[src/ifm_regs.svh]
// register offsets, reset values and bit positions of the interrupt flag and mask logic
// assumes an 8-bit register port with byte-wide offsets
//
// Overview of operation
// - upper mask register holds one mask bit per condition flag, same position
// - mask bit one blocks its flag from the interrupt, zero lets it drive
// - unmasking a set flag raises interrupt at once; masking drops it if none left
// - timer flags bit 7..0: general four, three, noise, meter, startup four..one
// - timer flag sets and stays set when its count goes from one to zero
// - writing zero clears a timer flag; writing one leaves it unchanged
// - a timer resting at zero never sets its cleared flag again
// - a flag set while unmasked drives the active-low interrupt active
// - clearing an unmasked timer flag releases interrupt if no other unmasked flag set
// - condition flags bits 3..0: sync, far-end high, far-end low, low noise ratio
// - writing zero to a condition flag whose condition is gone clears it at once
// - writing zero while condition holds keeps flag; it clears when condition ends
// - clearing an unmasked condition flag releases interrupt if none other set
// - sync condition: detector enabled and count strictly above lock threshold
// - far-end high condition: level meter strictly above high threshold
// - far-end low condition: level meter strictly below low threshold
// - noise alarm condition: noise meter strictly above its threshold
`ifndef IFM_REGS_SVH
`define IFM_REGS_SVH

// ----------------------------------------------------------------
// register offsets
// ----------------------------------------------------------------
`define IFM_OFS_MASK_LOWER   8'h02
`define IFM_OFS_MASK_UPPER   8'h03
`define IFM_OFS_TIMER_FLAGS  8'h04
`define IFM_OFS_COND_FLAGS   8'h05

// ----------------------------------------------------------------
// reset values
// ----------------------------------------------------------------
`define IFM_RST_MASK_LOWER   8'hFF
`define IFM_RST_MASK_UPPER   4'hF
`define IFM_RST_TIMER_FLAGS  8'h00
`define IFM_RST_COND_FLAGS   4'h0
`define IFM_RST_RDATA        8'h00
`define IFM_UNUSED_BITS      4'h0

// ----------------------------------------------------------------
// field layout
// ----------------------------------------------------------------
`define IFM_TIMER_COUNT      8
`define IFM_COND_COUNT       4
`define IFM_COND_SYNC        3
`define IFM_COND_FAR_HIGH    2
`define IFM_COND_FAR_LOW     1
`define IFM_COND_LOW_NOISE   0

`endif

[src/ifm_pkg.sv]
// types shared by the interrupt flag and mask logic
// assumes ifm_regs.svh supplies the layout constants
`include "ifm_regs.svh"

package ifm_pkg;

  typedef logic [7:0] ifm_byte_type;
  typedef logic [`IFM_TIMER_COUNT-1:0] ifm_timer_vec_type;
  typedef logic [`IFM_COND_COUNT-1:0] ifm_cond_vec_type;

endpackage

[src/ifm_flag_mask.sv]
// interrupt flag and mask logic: timer and condition flags, masks, interrupt
// assumes timers, meters and thresholds come from logic on clk_in
`timescale 1ns/10ps
`default_nettype none
`include "ifm_regs.svh"

module ifm_flag_mask #(
  parameter int TIMER_W = 16,
  parameter int SYNC_W  = 8,
  parameter int METER_W = 16
) (
  input  wire logic                         clk_in,                      // 200 MHz clock
  input  wire logic                         rst_n_in,                    // async reset
  input  wire logic [7:0]                   reg_addr_in,                 // register offset
  input  wire logic [7:0]                   reg_wdata_in,                // write data
  input  wire logic                         reg_wr_in,                   // write strobe
  input  wire logic                         reg_rd_in,                   // read strobe
  output var  logic [7:0]                   reg_rdata_out,               // read data
  input  wire logic [8*TIMER_W-1:0]         timer_count_in,              // eight timer counts
  input  wire logic                         sync_enable_in,              // sync detector on
  input  wire logic [SYNC_W-1:0]            sync_count_in,               // equal-compare count
  input  wire logic [SYNC_W-1:0]            scrambler_lock_threshold_in, // sync threshold
  input  wire logic [METER_W-1:0]           far_end_level_in,            // far-end meter
  input  wire logic [METER_W-1:0]           far_end_high_threshold_in,   // high alarm level
  input  wire logic [METER_W-1:0]           far_end_low_threshold_in,    // low alarm level
  input  wire logic [METER_W-1:0]           noise_meter_in,              // noise alarm meter
  input  wire logic [METER_W-1:0]           noise_threshold_in,          // noise alarm level
  output var  logic                         irq_n_out                    // interrupt, low
);

  // ----------------------------------------------------------------
  // parameter checks
  // ----------------------------------------------------------------
  if (TIMER_W < 1) begin : g_bad_timer_w
    $error("timer width must be at least one bit");
  end
  if (SYNC_W < 1) begin : g_bad_sync_w
    $error("sync count width must be at least one bit");
  end
  if (METER_W < 1) begin : g_bad_meter_w
    $error("meter width must be at least one bit");
  end

  // ----------------------------------------------------------------
  // state
  // ----------------------------------------------------------------
  ifm_pkg::ifm_timer_vec_type timer_mask_reg;
  ifm_pkg::ifm_timer_vec_type timer_mask_next;
  ifm_pkg::ifm_cond_vec_type  cond_mask_reg;
  ifm_pkg::ifm_cond_vec_type  cond_mask_next;
  ifm_pkg::ifm_timer_vec_type timer_flag_reg;
  ifm_pkg::ifm_timer_vec_type timer_flag_next;
  ifm_pkg::ifm_cond_vec_type  cond_flag_reg;
  ifm_pkg::ifm_cond_vec_type  cond_flag_next;
  ifm_pkg::ifm_cond_vec_type  clear_pend_reg;
  ifm_pkg::ifm_cond_vec_type  clear_pend_next;
  ifm_pkg::ifm_timer_vec_type at_one_reg;
  ifm_pkg::ifm_timer_vec_type at_one_next;
  ifm_pkg::ifm_timer_vec_type at_zero;
  ifm_pkg::ifm_timer_vec_type timer_fall;
  ifm_pkg::ifm_cond_vec_type  cond_now;
  ifm_pkg::ifm_byte_type      rdata_next;
  logic                       irq_n_next;

  // ----------------------------------------------------------------
  // register decode
  // ----------------------------------------------------------------
  wire logic wr_mask_lower = reg_wr_in && (reg_addr_in == `IFM_OFS_MASK_LOWER);
  wire logic wr_mask_upper = reg_wr_in && (reg_addr_in == `IFM_OFS_MASK_UPPER);
  wire logic wr_timer_flag = reg_wr_in && (reg_addr_in == `IFM_OFS_TIMER_FLAGS);
  wire logic wr_cond_flag  = reg_wr_in && (reg_addr_in == `IFM_OFS_COND_FLAGS);
  wire logic rd_mask_lower = reg_rd_in && (reg_addr_in == `IFM_OFS_MASK_LOWER);
  wire logic rd_mask_upper = reg_rd_in && (reg_addr_in == `IFM_OFS_MASK_UPPER);
  wire logic rd_timer_flag = reg_rd_in && (reg_addr_in == `IFM_OFS_TIMER_FLAGS);
  wire logic rd_cond_flag  = reg_rd_in && (reg_addr_in == `IFM_OFS_COND_FLAGS);

  // a zero written to a flag bit is a clear request; ones do nothing
  wire ifm_pkg::ifm_timer_vec_type timer_clr =
    wr_timer_flag ? ~reg_wdata_in : `IFM_RST_TIMER_FLAGS;
  wire ifm_pkg::ifm_cond_vec_type cond_clr =
    wr_cond_flag ? ~reg_wdata_in[`IFM_COND_COUNT-1:0] : `IFM_RST_COND_FLAGS;

  // ----------------------------------------------------------------
  // timer edge detect
  // ----------------------------------------------------------------
  // bit order of timer_count_in follows the flag register, so slice i
  // is the timer whose flag sits in bit i
  for (genvar i = 0; i < `IFM_TIMER_COUNT; i++) begin : g_timer
    wire logic [TIMER_W-1:0] count = timer_count_in[i*TIMER_W +: TIMER_W];
    assign at_one_next[i] = (count == TIMER_W'(1));
    assign at_zero[i]     = (count == '0);
    // only a fresh one-to-zero step counts, a timer parked at zero does not
    assign timer_fall[i]  = at_one_reg[i] && at_zero[i];
  end

  // ----------------------------------------------------------------
  // condition sources
  // ----------------------------------------------------------------
  assign cond_now[`IFM_COND_SYNC] =
    sync_enable_in && (sync_count_in > scrambler_lock_threshold_in);
  assign cond_now[`IFM_COND_FAR_HIGH] =
    (far_end_level_in > far_end_high_threshold_in);
  assign cond_now[`IFM_COND_FAR_LOW] =
    (far_end_level_in < far_end_low_threshold_in);
  assign cond_now[`IFM_COND_LOW_NOISE] =
    (noise_meter_in > noise_threshold_in);

  // ----------------------------------------------------------------
  // next values
  // ----------------------------------------------------------------
  assign timer_mask_next = wr_mask_lower ? reg_wdata_in : timer_mask_reg;
  // upper nibble of the write is dropped
  assign cond_mask_next =
    wr_mask_upper ? reg_wdata_in[`IFM_COND_COUNT-1:0] : cond_mask_reg;

  // a new timer event wins over a clear in the same cycle
  assign timer_flag_next = timer_fall | (timer_flag_reg & ~timer_clr);

  // a clear made while the condition holds is parked until it goes away
  assign clear_pend_next = (clear_pend_reg | cond_clr) & cond_now;
  assign cond_flag_next =
    cond_now | (cond_flag_reg & ~cond_clr & ~clear_pend_reg);

  // computed from next values so the pin moves with the flags and masks
  assign irq_n_next =
    ~(|(timer_flag_next & ~timer_mask_next) |
      |(cond_flag_next & ~cond_mask_next));

  // ----------------------------------------------------------------
  // read mux
  // ----------------------------------------------------------------
  wire ifm_pkg::ifm_byte_type rd_mask_upper_val =
    {`IFM_UNUSED_BITS, cond_mask_reg};
  wire ifm_pkg::ifm_byte_type rd_cond_flag_val =
    {`IFM_UNUSED_BITS, cond_flag_reg};

  // masked flags still read back, only the pin ignores them
  assign rdata_next =
    rd_mask_lower ? timer_mask_reg :
    rd_mask_upper ? rd_mask_upper_val :
    rd_timer_flag ? timer_flag_reg :
    rd_cond_flag  ? rd_cond_flag_val :
    `IFM_RST_RDATA;

  // ----------------------------------------------------------------
  // registers
  // ----------------------------------------------------------------
  always_ff @(posedge clk_in or negedge rst_n_in) begin
    if (!rst_n_in) begin
      timer_mask_reg <= `IFM_RST_MASK_LOWER;
      cond_mask_reg  <= `IFM_RST_MASK_UPPER;
    end else begin
      timer_mask_reg <= timer_mask_next;
      cond_mask_reg  <= cond_mask_next;
    end
  end

  always_ff @(posedge clk_in or negedge rst_n_in) begin
    if (!rst_n_in) begin
      timer_flag_reg <= `IFM_RST_TIMER_FLAGS;
      at_one_reg     <= `IFM_RST_TIMER_FLAGS;
    end else begin
      timer_flag_reg <= timer_flag_next;
      at_one_reg     <= at_one_next;
    end
  end

  always_ff @(posedge clk_in or negedge rst_n_in) begin
    if (!rst_n_in) begin
      cond_flag_reg  <= `IFM_RST_COND_FLAGS;
      clear_pend_reg <= `IFM_RST_COND_FLAGS;
    end else begin
      cond_flag_reg  <= cond_flag_next;
      clear_pend_reg <= clear_pend_next;
    end
  end

  always_ff @(posedge clk_in or negedge rst_n_in) begin
    if (!rst_n_in) begin
      reg_rdata_out <= `IFM_RST_RDATA;
      irq_n_out     <= 1'b1;
    end else begin
      reg_rdata_out <= rdata_next;
      irq_n_out     <= irq_n_next;
    end
  end
endmodule // ifm_flag_mask

`default_nettype wire

[config.mk]
export PLATFORM = sky130hd
export DESIGN_NAME = ifm_flag_mask
export DESIGN_NICKNAME = d
export VERILOG_FILES = /design/src/ifm_pkg.sv /design/src/ifm_flag_mask.sv
export VERILOG_INCLUDE_DIRS = /design/src
export SDC_FILE = /design/constraint.sdc
export NUM_CORES = 1
export LEC_CHECK = 0
export BUFFER_PORTS_ARGS = -buffer_cell sky130_fd_sc_hd__buf_2
export CAP_MARGIN = 20
export CORE_MARGIN = 4
export CORE_UTILIZATION = 35
export DETAILED_ROUTE_END_ITERATION = 8
export PLACE_DENSITY = 0.78
export SYNTH_ARGS = -nofsm -noshare
export SYNTH_HDL_FRONTEND = slang
export SYNTH_SLANG_ARGS = --single-unit
[constraint.sdc]
create_clock -name clk_in -period 4 [get_ports clk_in]
set_input_delay 0.4 -clock clk_in [delete_from_list [all_inputs] [get_ports clk_in]]
set_output_delay 0.4 -clock clk_in [all_outputs]
set_load 0.01 [all_outputs]
==> flow_metrics.py, run 1 <==
metrics = {
    "outcome": {
        "status": "finished clean",
    },
    "global_route": {
        "grt_use_total": 0.1772,
        "grt_pass1_wl_um": 17110,
        "grt_pass1_vias": 4112,
        "grt_overflow": 0,
        "grt_antenna_before_repair": 0,
        "grt_start_max_net_pins": 46,
    },
    "placement": {
        "dp_hpwl_um": 9969,
        "dp.cells": 794,
        "port_buffers": 253,
        "routabilityCongestion": 0.8325,
    },
    "cells_and_area": {
        "fin_cells": 801,
        "insertedDiodeCount": 0,
        "layout-drive-gt1-share": 0.4281,
        "final_common_cell": "buf_2",
        "nets": 968,
        "final_cell_mix": "buf_2, inv_1, ha_1, dfrtp_1",
        "areaGrowthSynthToFinish_pct": 42.20,
    },
    "power": {
        "seqPwrFrac": 0.462,
        "power.share.clock": 0.248,
        "ir_drop_mv": 0.1104,
        "p_total_uw": 1015,
        "power_frac_comb": 0.290,
        "switching_share": 0.2715,
        "power_switching_uw": 275.6,
        "p_per_area_nw_per_um2": 200.9,
        "p_int_uw": 739.2,
        "p_leak_uw": 0.002848,
    },
    "synthesis": {
        "synth_seq_cells": 45,
        "synth_top_area_frac": 0.2254,
        "synth_top_area_cell": "dfrtp_1",
        "syn_area_per_cell_sq_um": 8.664,
        "synthArstFlopShare": 1.000,
        "yosysUniqueCellTypes": 46,
        "seq_area_frac_synth": 0.3216,
        "synth_area_leaders": "dfrtp_1, ha_1, dfstp_2",
        "ys.warnings.count": 0,
        "synth_edf_count": 0,
        "synth_top_flop_cell": "dfrtp_1",
        "synthCells": 410,
        "syn_area_sq_um": 3552,
        "syn-num-nets": 710,
    },
    "detailed_routing": {
        "route.antenna.remaining_nets": 0,
        "vias": 4026,
        "via_per_inst": 5.026,
        "drt_iter0_drc": 74,
        "firstDrtPassIters": 4,
        "detail_route.wl_per_cell_um": 13.86,
        "wirelength_um": 11100,
        "drcViolationCount": 0,
    },
    "die": {
        "die_h_um": 108.7,
        "die_area_sq_um": 11820,
        "coreArea_sq_um": 9819,
        "start_util": 0.3617,
        "die_x_um": 108.7,
        "rows": 36,
        "boundaryPins": 254,
    },
    "sta": {
        "finalCritPeriodShare": 0.6104,
        "worst_pin_slew_ns": 0.9610,
        "finalHoldViolCount": 0,
        "timing.slew.headroom": 0.3593,
        "setup_viol": 0,
        "rsz0062_at_grt": "no",
        "final_max_slew_viol_count": 0,
        "period_minus_slack_ns": 2.442,
        "setup_tns_ns": 0,
        "skew_ns": 0.004919,
        "fmax_mhz": 409.5,
    },
    "clock_network": {
        "clk_pin_slew_worst_paths_ns": 0.07,
        "insertion_delay_ns": 0.29,
        "cts_made_buffers": 5,
        "cts.sinks": 45,
        "cts_hold_buf": 0,
        "cts_tree": "yes",
        "postCtsSetupBuffers": 0,
        "cts-root-buf": "clkbuf_8",
        "cts_resized": 0,
        "clk_path_buf_depth": 2,
        "htree_num_levels": 2,
    },
    "setup_path": {
        "cp_max_fo": 8,
        "crit_type": "primary input to flop",
        "path_cells": "buf_2 -> nor4_2 -> and4_1 -> mux2_1 -> o22ai_1 -> a221o_1 -> a221oi_2 -> o2111a_1",
        "cp-end-kind": "flop",
        "cp_slowest_stage_delay_ns": 0.60,
        "crit_required_ns": 4.23,
        "cp_data_arrival_time_ns": 2.67,
        "startpoint_type": "primary input",
        "crit_path_top_delay_cell": "and4_1",
    },
    "worst_hold_path": {
        "hold_class": "primary input to asynchronous set/reset pin",
    },
    "flow_run": {
        "maxCapViolCount": 0,
    },
}
## power groups by stage
stage                     Sequential (uW)  Clock, uW  Combinational (uW)
after floorplan                       476          0                 125
after global placement                477          0                 281
after detailed placement              477          0                 296
after CTS                             468        265                 298
after global routing                  469        279                 337
final                                 469        252                 295
## routing by layer
metal  track usage  vias to the layer above  part of all wire  wire length (um)
li1              -                     1994                 -                 -
met1        0.1989                     1854              0.39              4367
met2        0.3504                      168              0.53              5898
met3       0.02724                       10             0.068               755
met4       0.03427                        0            0.0076                84
met5             0                        -                 0                 0
## final timing paths
| kind | startpoint | depth (start not counted) | slack, ns | endpoint |
|---|---|---|---|---|
| min in group clk_in | timer_count_in[96] | 3 | 0.34 | at_one_reg[6] |
| worst min-delay path | rst_n_in | 1 | 0.26 | reg_rdata_out[0] |
| worst max register to register | at_one_reg[0] | 6 | 2.49 | irq_n_out |
| worst min register to register | clear_pend_reg[1] | 2 | 0.50 | clear_pend_reg[1] |
| max in group asynchronous | rst_n_in | 1 | 3.15 | clear_pend_reg[1] |
| worst max-delay path | reg_addr_in[5] | 8 | 1.56 | irq_n_out |
## kinds of logic (layout without fill, tap and decap cells)
logic type | count (synthesis) | count (layout) | share of synthesized area
and+or+nand+nor | 134 | 134 | 0.2057
DFF | 45 | 45 | 0.3216
adders and majority gates | 55 | 55 | 0.1937
AOI/OAI and AO/OA | 83 | 83 | 0.1515
buffers and inverters | 79 | 337 | 0.08559
muxes | 14 | 14 | 0.04192
## cell type report
class                      count  area, sq um
multi-input combinational    286         2106
inverter                      76        285.3
clock buffer                   6        72.57
tap                          133        166.4
sequential                    45         1142
clock inverter                 1        5.005
fill                         961         4768
timing repair buffer         254         1274
## critical path, delay by kind of cell
family	cells	cell delay, ns
and+or+nand+nor	2	1.17
buffers and inverters	1	0.11
muxes	1	0.23
AOI/OAI and AO/OA	4	0.75
## synth_stat cells (2+ instances only)
master / count
o21a_1: 2
inv_1: 76
nand2b_1: 4
or4_4: 2
nor2b_1: 7
o211ai_1: 2
nor3_1: 8
nand2_1: 22
nand4_1: 21
nor4_1: 26
mux2i_1: 7
a21o_1: 5
a21oi_1: 25
ha_1: 55
clkbuf_1: 2
nor2_1: 26
dfstp_2: 13
a22oi_1: 11
mux2_2: 5
a221o_1: 2
o21ai_0: 21
o22ai_1: 4
dfrtp_1: 32
or2_2: 2
nand3_1: 8
mux2_1: 2
## metrics by stage
stage / area (sq um) / hold WS [ns] / util / setup slack (ns)
final: 5051 / 0.2609 / 0.5144 / 1.558
after global routing: 5051 / 0.3229 / 0.5144 / 1.308
after CTS: 5051 / 0.2805 / 0.5144 / 1.574
after detailed placement: 4974 / 0.4853 / 0.5065 / 1.271
after global placement: 4974 / 0.4719 / 0.5065 / 1.368
after floorplan: 3552 / 0.1044 / - / 1.707
No activity file was read; power rests on OpenSTA's default activity.
==> run 2, diff against run 1 <==
clock period = 2.5 ns   (was 4 ns; I/O delays follow)
==> run 2 against run 1 <==
Effect of this change: flip-flop and latch count stayed put; first-iteration DRC count is 28% higher; die area stayed put; combinational power is 61% higher; utilization is 0.51 points higher; wire length is 1.8% higher; global-route usage is 0.38 points higher; clock power is 67% higher; critical path type unchanged; highest routed layer unchanged.
==> flow_metrics.py, run 2 (synthesis gave the netlist of run 1 again) <==
metrics = {
    "clock_network": {
        "cts_hold_buf": 0,
        "cts-root-buf": "clkbuf_8",
        "cts_tree": "yes",
        "htree_num_levels": 2,
        "clk_pin_slew_worst_paths_ns": 0.08,
        "postCtsSetupBuffers": 0,
        "insertion_delay_ns": 0.29,
        "cts_made_buffers": 5,
        "cts.sinks": 45,
        "clk_path_buf_depth": 2,
        "cts_resized": 0,
    },
    "die": {
        "coreArea_sq_um": 9819,
        "die_area_sq_um": 11820,
        "boundaryPins": 254,
        "rows": 36,
        "start_util": 0.3617,
        "die_x_um": 108.7,
        "die_h_um": 108.7,
    },
    "sta": {
        "worst_pin_slew_ns": 0.9561,
        "timing.slew.headroom": 0.3626,
        "skew_ns": 0.003029,
        "finalWorstSetupSlack_ns": 0.4144,
        "fmax_mhz": 479.5,
        "period_minus_slack_ns": 2.086,
        "setup_viol": 0,
        "final_max_slew_viol_count": 0,
        "finalHoldViolCount": 0,
        "rsz0062_at_grt": "no",
        "finalCritPeriodShare": 0.8342,
        "setup_tns_ns": 0,
    },
    "power": {
        "power.share.clock": 0.256,
        "ir_drop_mv": 0.1643,
        "switching_share": 0.2768,
        "power_switching_uw": 456.1,
        "p_per_area_nw_per_um2": 323.0,
        "p_leak_uw": 0.002883,
        "power_frac_comb": 0.289,
        "p_total_uw": 1648,
        "p_int_uw": 1192,
        "seqPwrFrac": 0.455,
    },
    "detailed_routing": {
        "via_per_inst": 4.972,
        "drt_iter0_drc": 95,
        "dr_wl_met2_um": 6023,
        "wirelength_um": 11310,
        "dr_wl_met3_um": 985,
        "vias": 4017,
        "firstDrtPassIters": 5,
        "maxUsedRoutingLayer": "met4",
        "drcViolationCount": 0,
        "wl_met1_um": 4109,
        "route.antenna.remaining_nets": 0,
        "detail_route.wl_per_cell_um": 13.99,
    },
    "placement": {
        "dp_hpwl_um": 10060,
        "placed_area_sq_um": 5019,
        "pre_cts_slack_ns": 0.1213,
        "port_buffers": 253,
        "routabilityCongestion": 0.8579,
    },
    "cells_and_area": {
        "nets": 974,
        "fin_area_sq_um": 5101,
        "layout-drive-gt1-share": 0.4341,
        "nFillCells": 946,
        "seqCellArea_sq_um": 1142,
        "areaGrowthSynthToFinish_pct": 43.61,
        "final_common_cell": "buf_2",
        "multi_input_area_sq_um": 2106,
        "insertedDiodeCount": 0,
        "final_cell_mix": "buf_2, inv_1, ha_1, dfrtp_1",
        "post-route-util": 0.5195,
    },
    "setup_path": {
        "startpoint_type": "primary input",
        "reg2regPathDepth": 6,
        "reg2reg_to": "irq_n_out",
        "crit_type": "primary input to flop",
        "cp-end-kind": "flop",
        "crit_required_ns": 2.74,
        "cp_data_arrival_time_ns": 2.32,
        "r2r_setup_slack_ns": 0.97,
        "r2r_start": "at_one_reg[0]",
        "cp_max_fo": 2,
    },
    "global_route": {
        "grt_pass1_vias": 4114,
        "grt_start_max_net_pins": 46,
        "grt_use_total": 0.1810,
        "grt_pass1_wl_um": 17230,
        "grt_overflow": 0,
        "grt_antenna_before_repair": 0,
    },
    "flow_run": {
        "maxCapViolCount": 0,
    },
    "outcome": {
        "status": "finished clean",
    },
    "worst_hold_path": {
        "hold_class": "primary input to asynchronous set/reset pin",
    },
}
==> run 2: cell types whose count changed in the layout (fill, tap and decap cells not counted), sizes merged <==
cell | before | now
buf | 254 | 260
clkinv | 1 | 2
==> run 2: final cells by class <==
cell class                 count  share of cell area
clock buffer                   6             0.01423
clock inverter                 2            0.001962
inverter                      76             0.05592
multi-input combinational    286              0.4128
sequential                    45              0.2239
tap                          133             0.03262
timing repair buffer         260              0.2585
==> run 2: worst max-delay path: stages <==
cell and delay [ns]:
buf_2 0.11, or4_4 0.53, or4_4 0.49, a2bb2oi_2 0.16
o22ai_1 0.12, a221o_1 0.29, a221oi_2 0.17, o2111a_1 0.21
==> run 2: power groups by stage <==
stage | clock network (uW) | logic [uW] | registers, uW
after global routing | 472 | 544 | 751
final | 422 | 476 | 750
after CTS | 435 | 482 | 750
after floorplan | 0 | 201 | 762
after detailed placement | 0 | 478 | 763
after global placement | 0 | 454 | 762
==> run 2: how the worst max path moves through the flow <==
stage / depth (start not counted) / slack (ns) / from / end
2_1_floorplan: 7 / 0.36 / reg_addr_in[5] / irq_n_out
3_3_place_gp: 8 / 0.14 / reg_addr_in[5] / irq_n_out
3_5_place_dp: 8 / 0.12 / reg_addr_in[5] / irq_n_out
4_1_cts: 8 / 0.43 / reg_addr_in[5] / irq_n_out
5_1_grt: 8 / 0.25 / reg_addr_in[5] / irq_n_out
6_report: 8 / 0.41 / reg_addr_in[5] / irq_n_out
==> run 2: layer usage <==
layer | global-route usage | vias to the layer above
li1 | - | 2007
met1 | 0.1878 | 1815
met2 | 0.3513 | 179
met3 | 0.04500 | 16
met4 | 0.06041 | 0
met5 | 0 | -
==> run 2: through the flow <==
step                      hold WS, ns  instances
final                          0.1014        808
after global routing           0.1587        808
after CTS                      0.1244        808
after detailed placement       0.4450        800
after global placement         0.4411        800
after floorplan              -0.04559        410
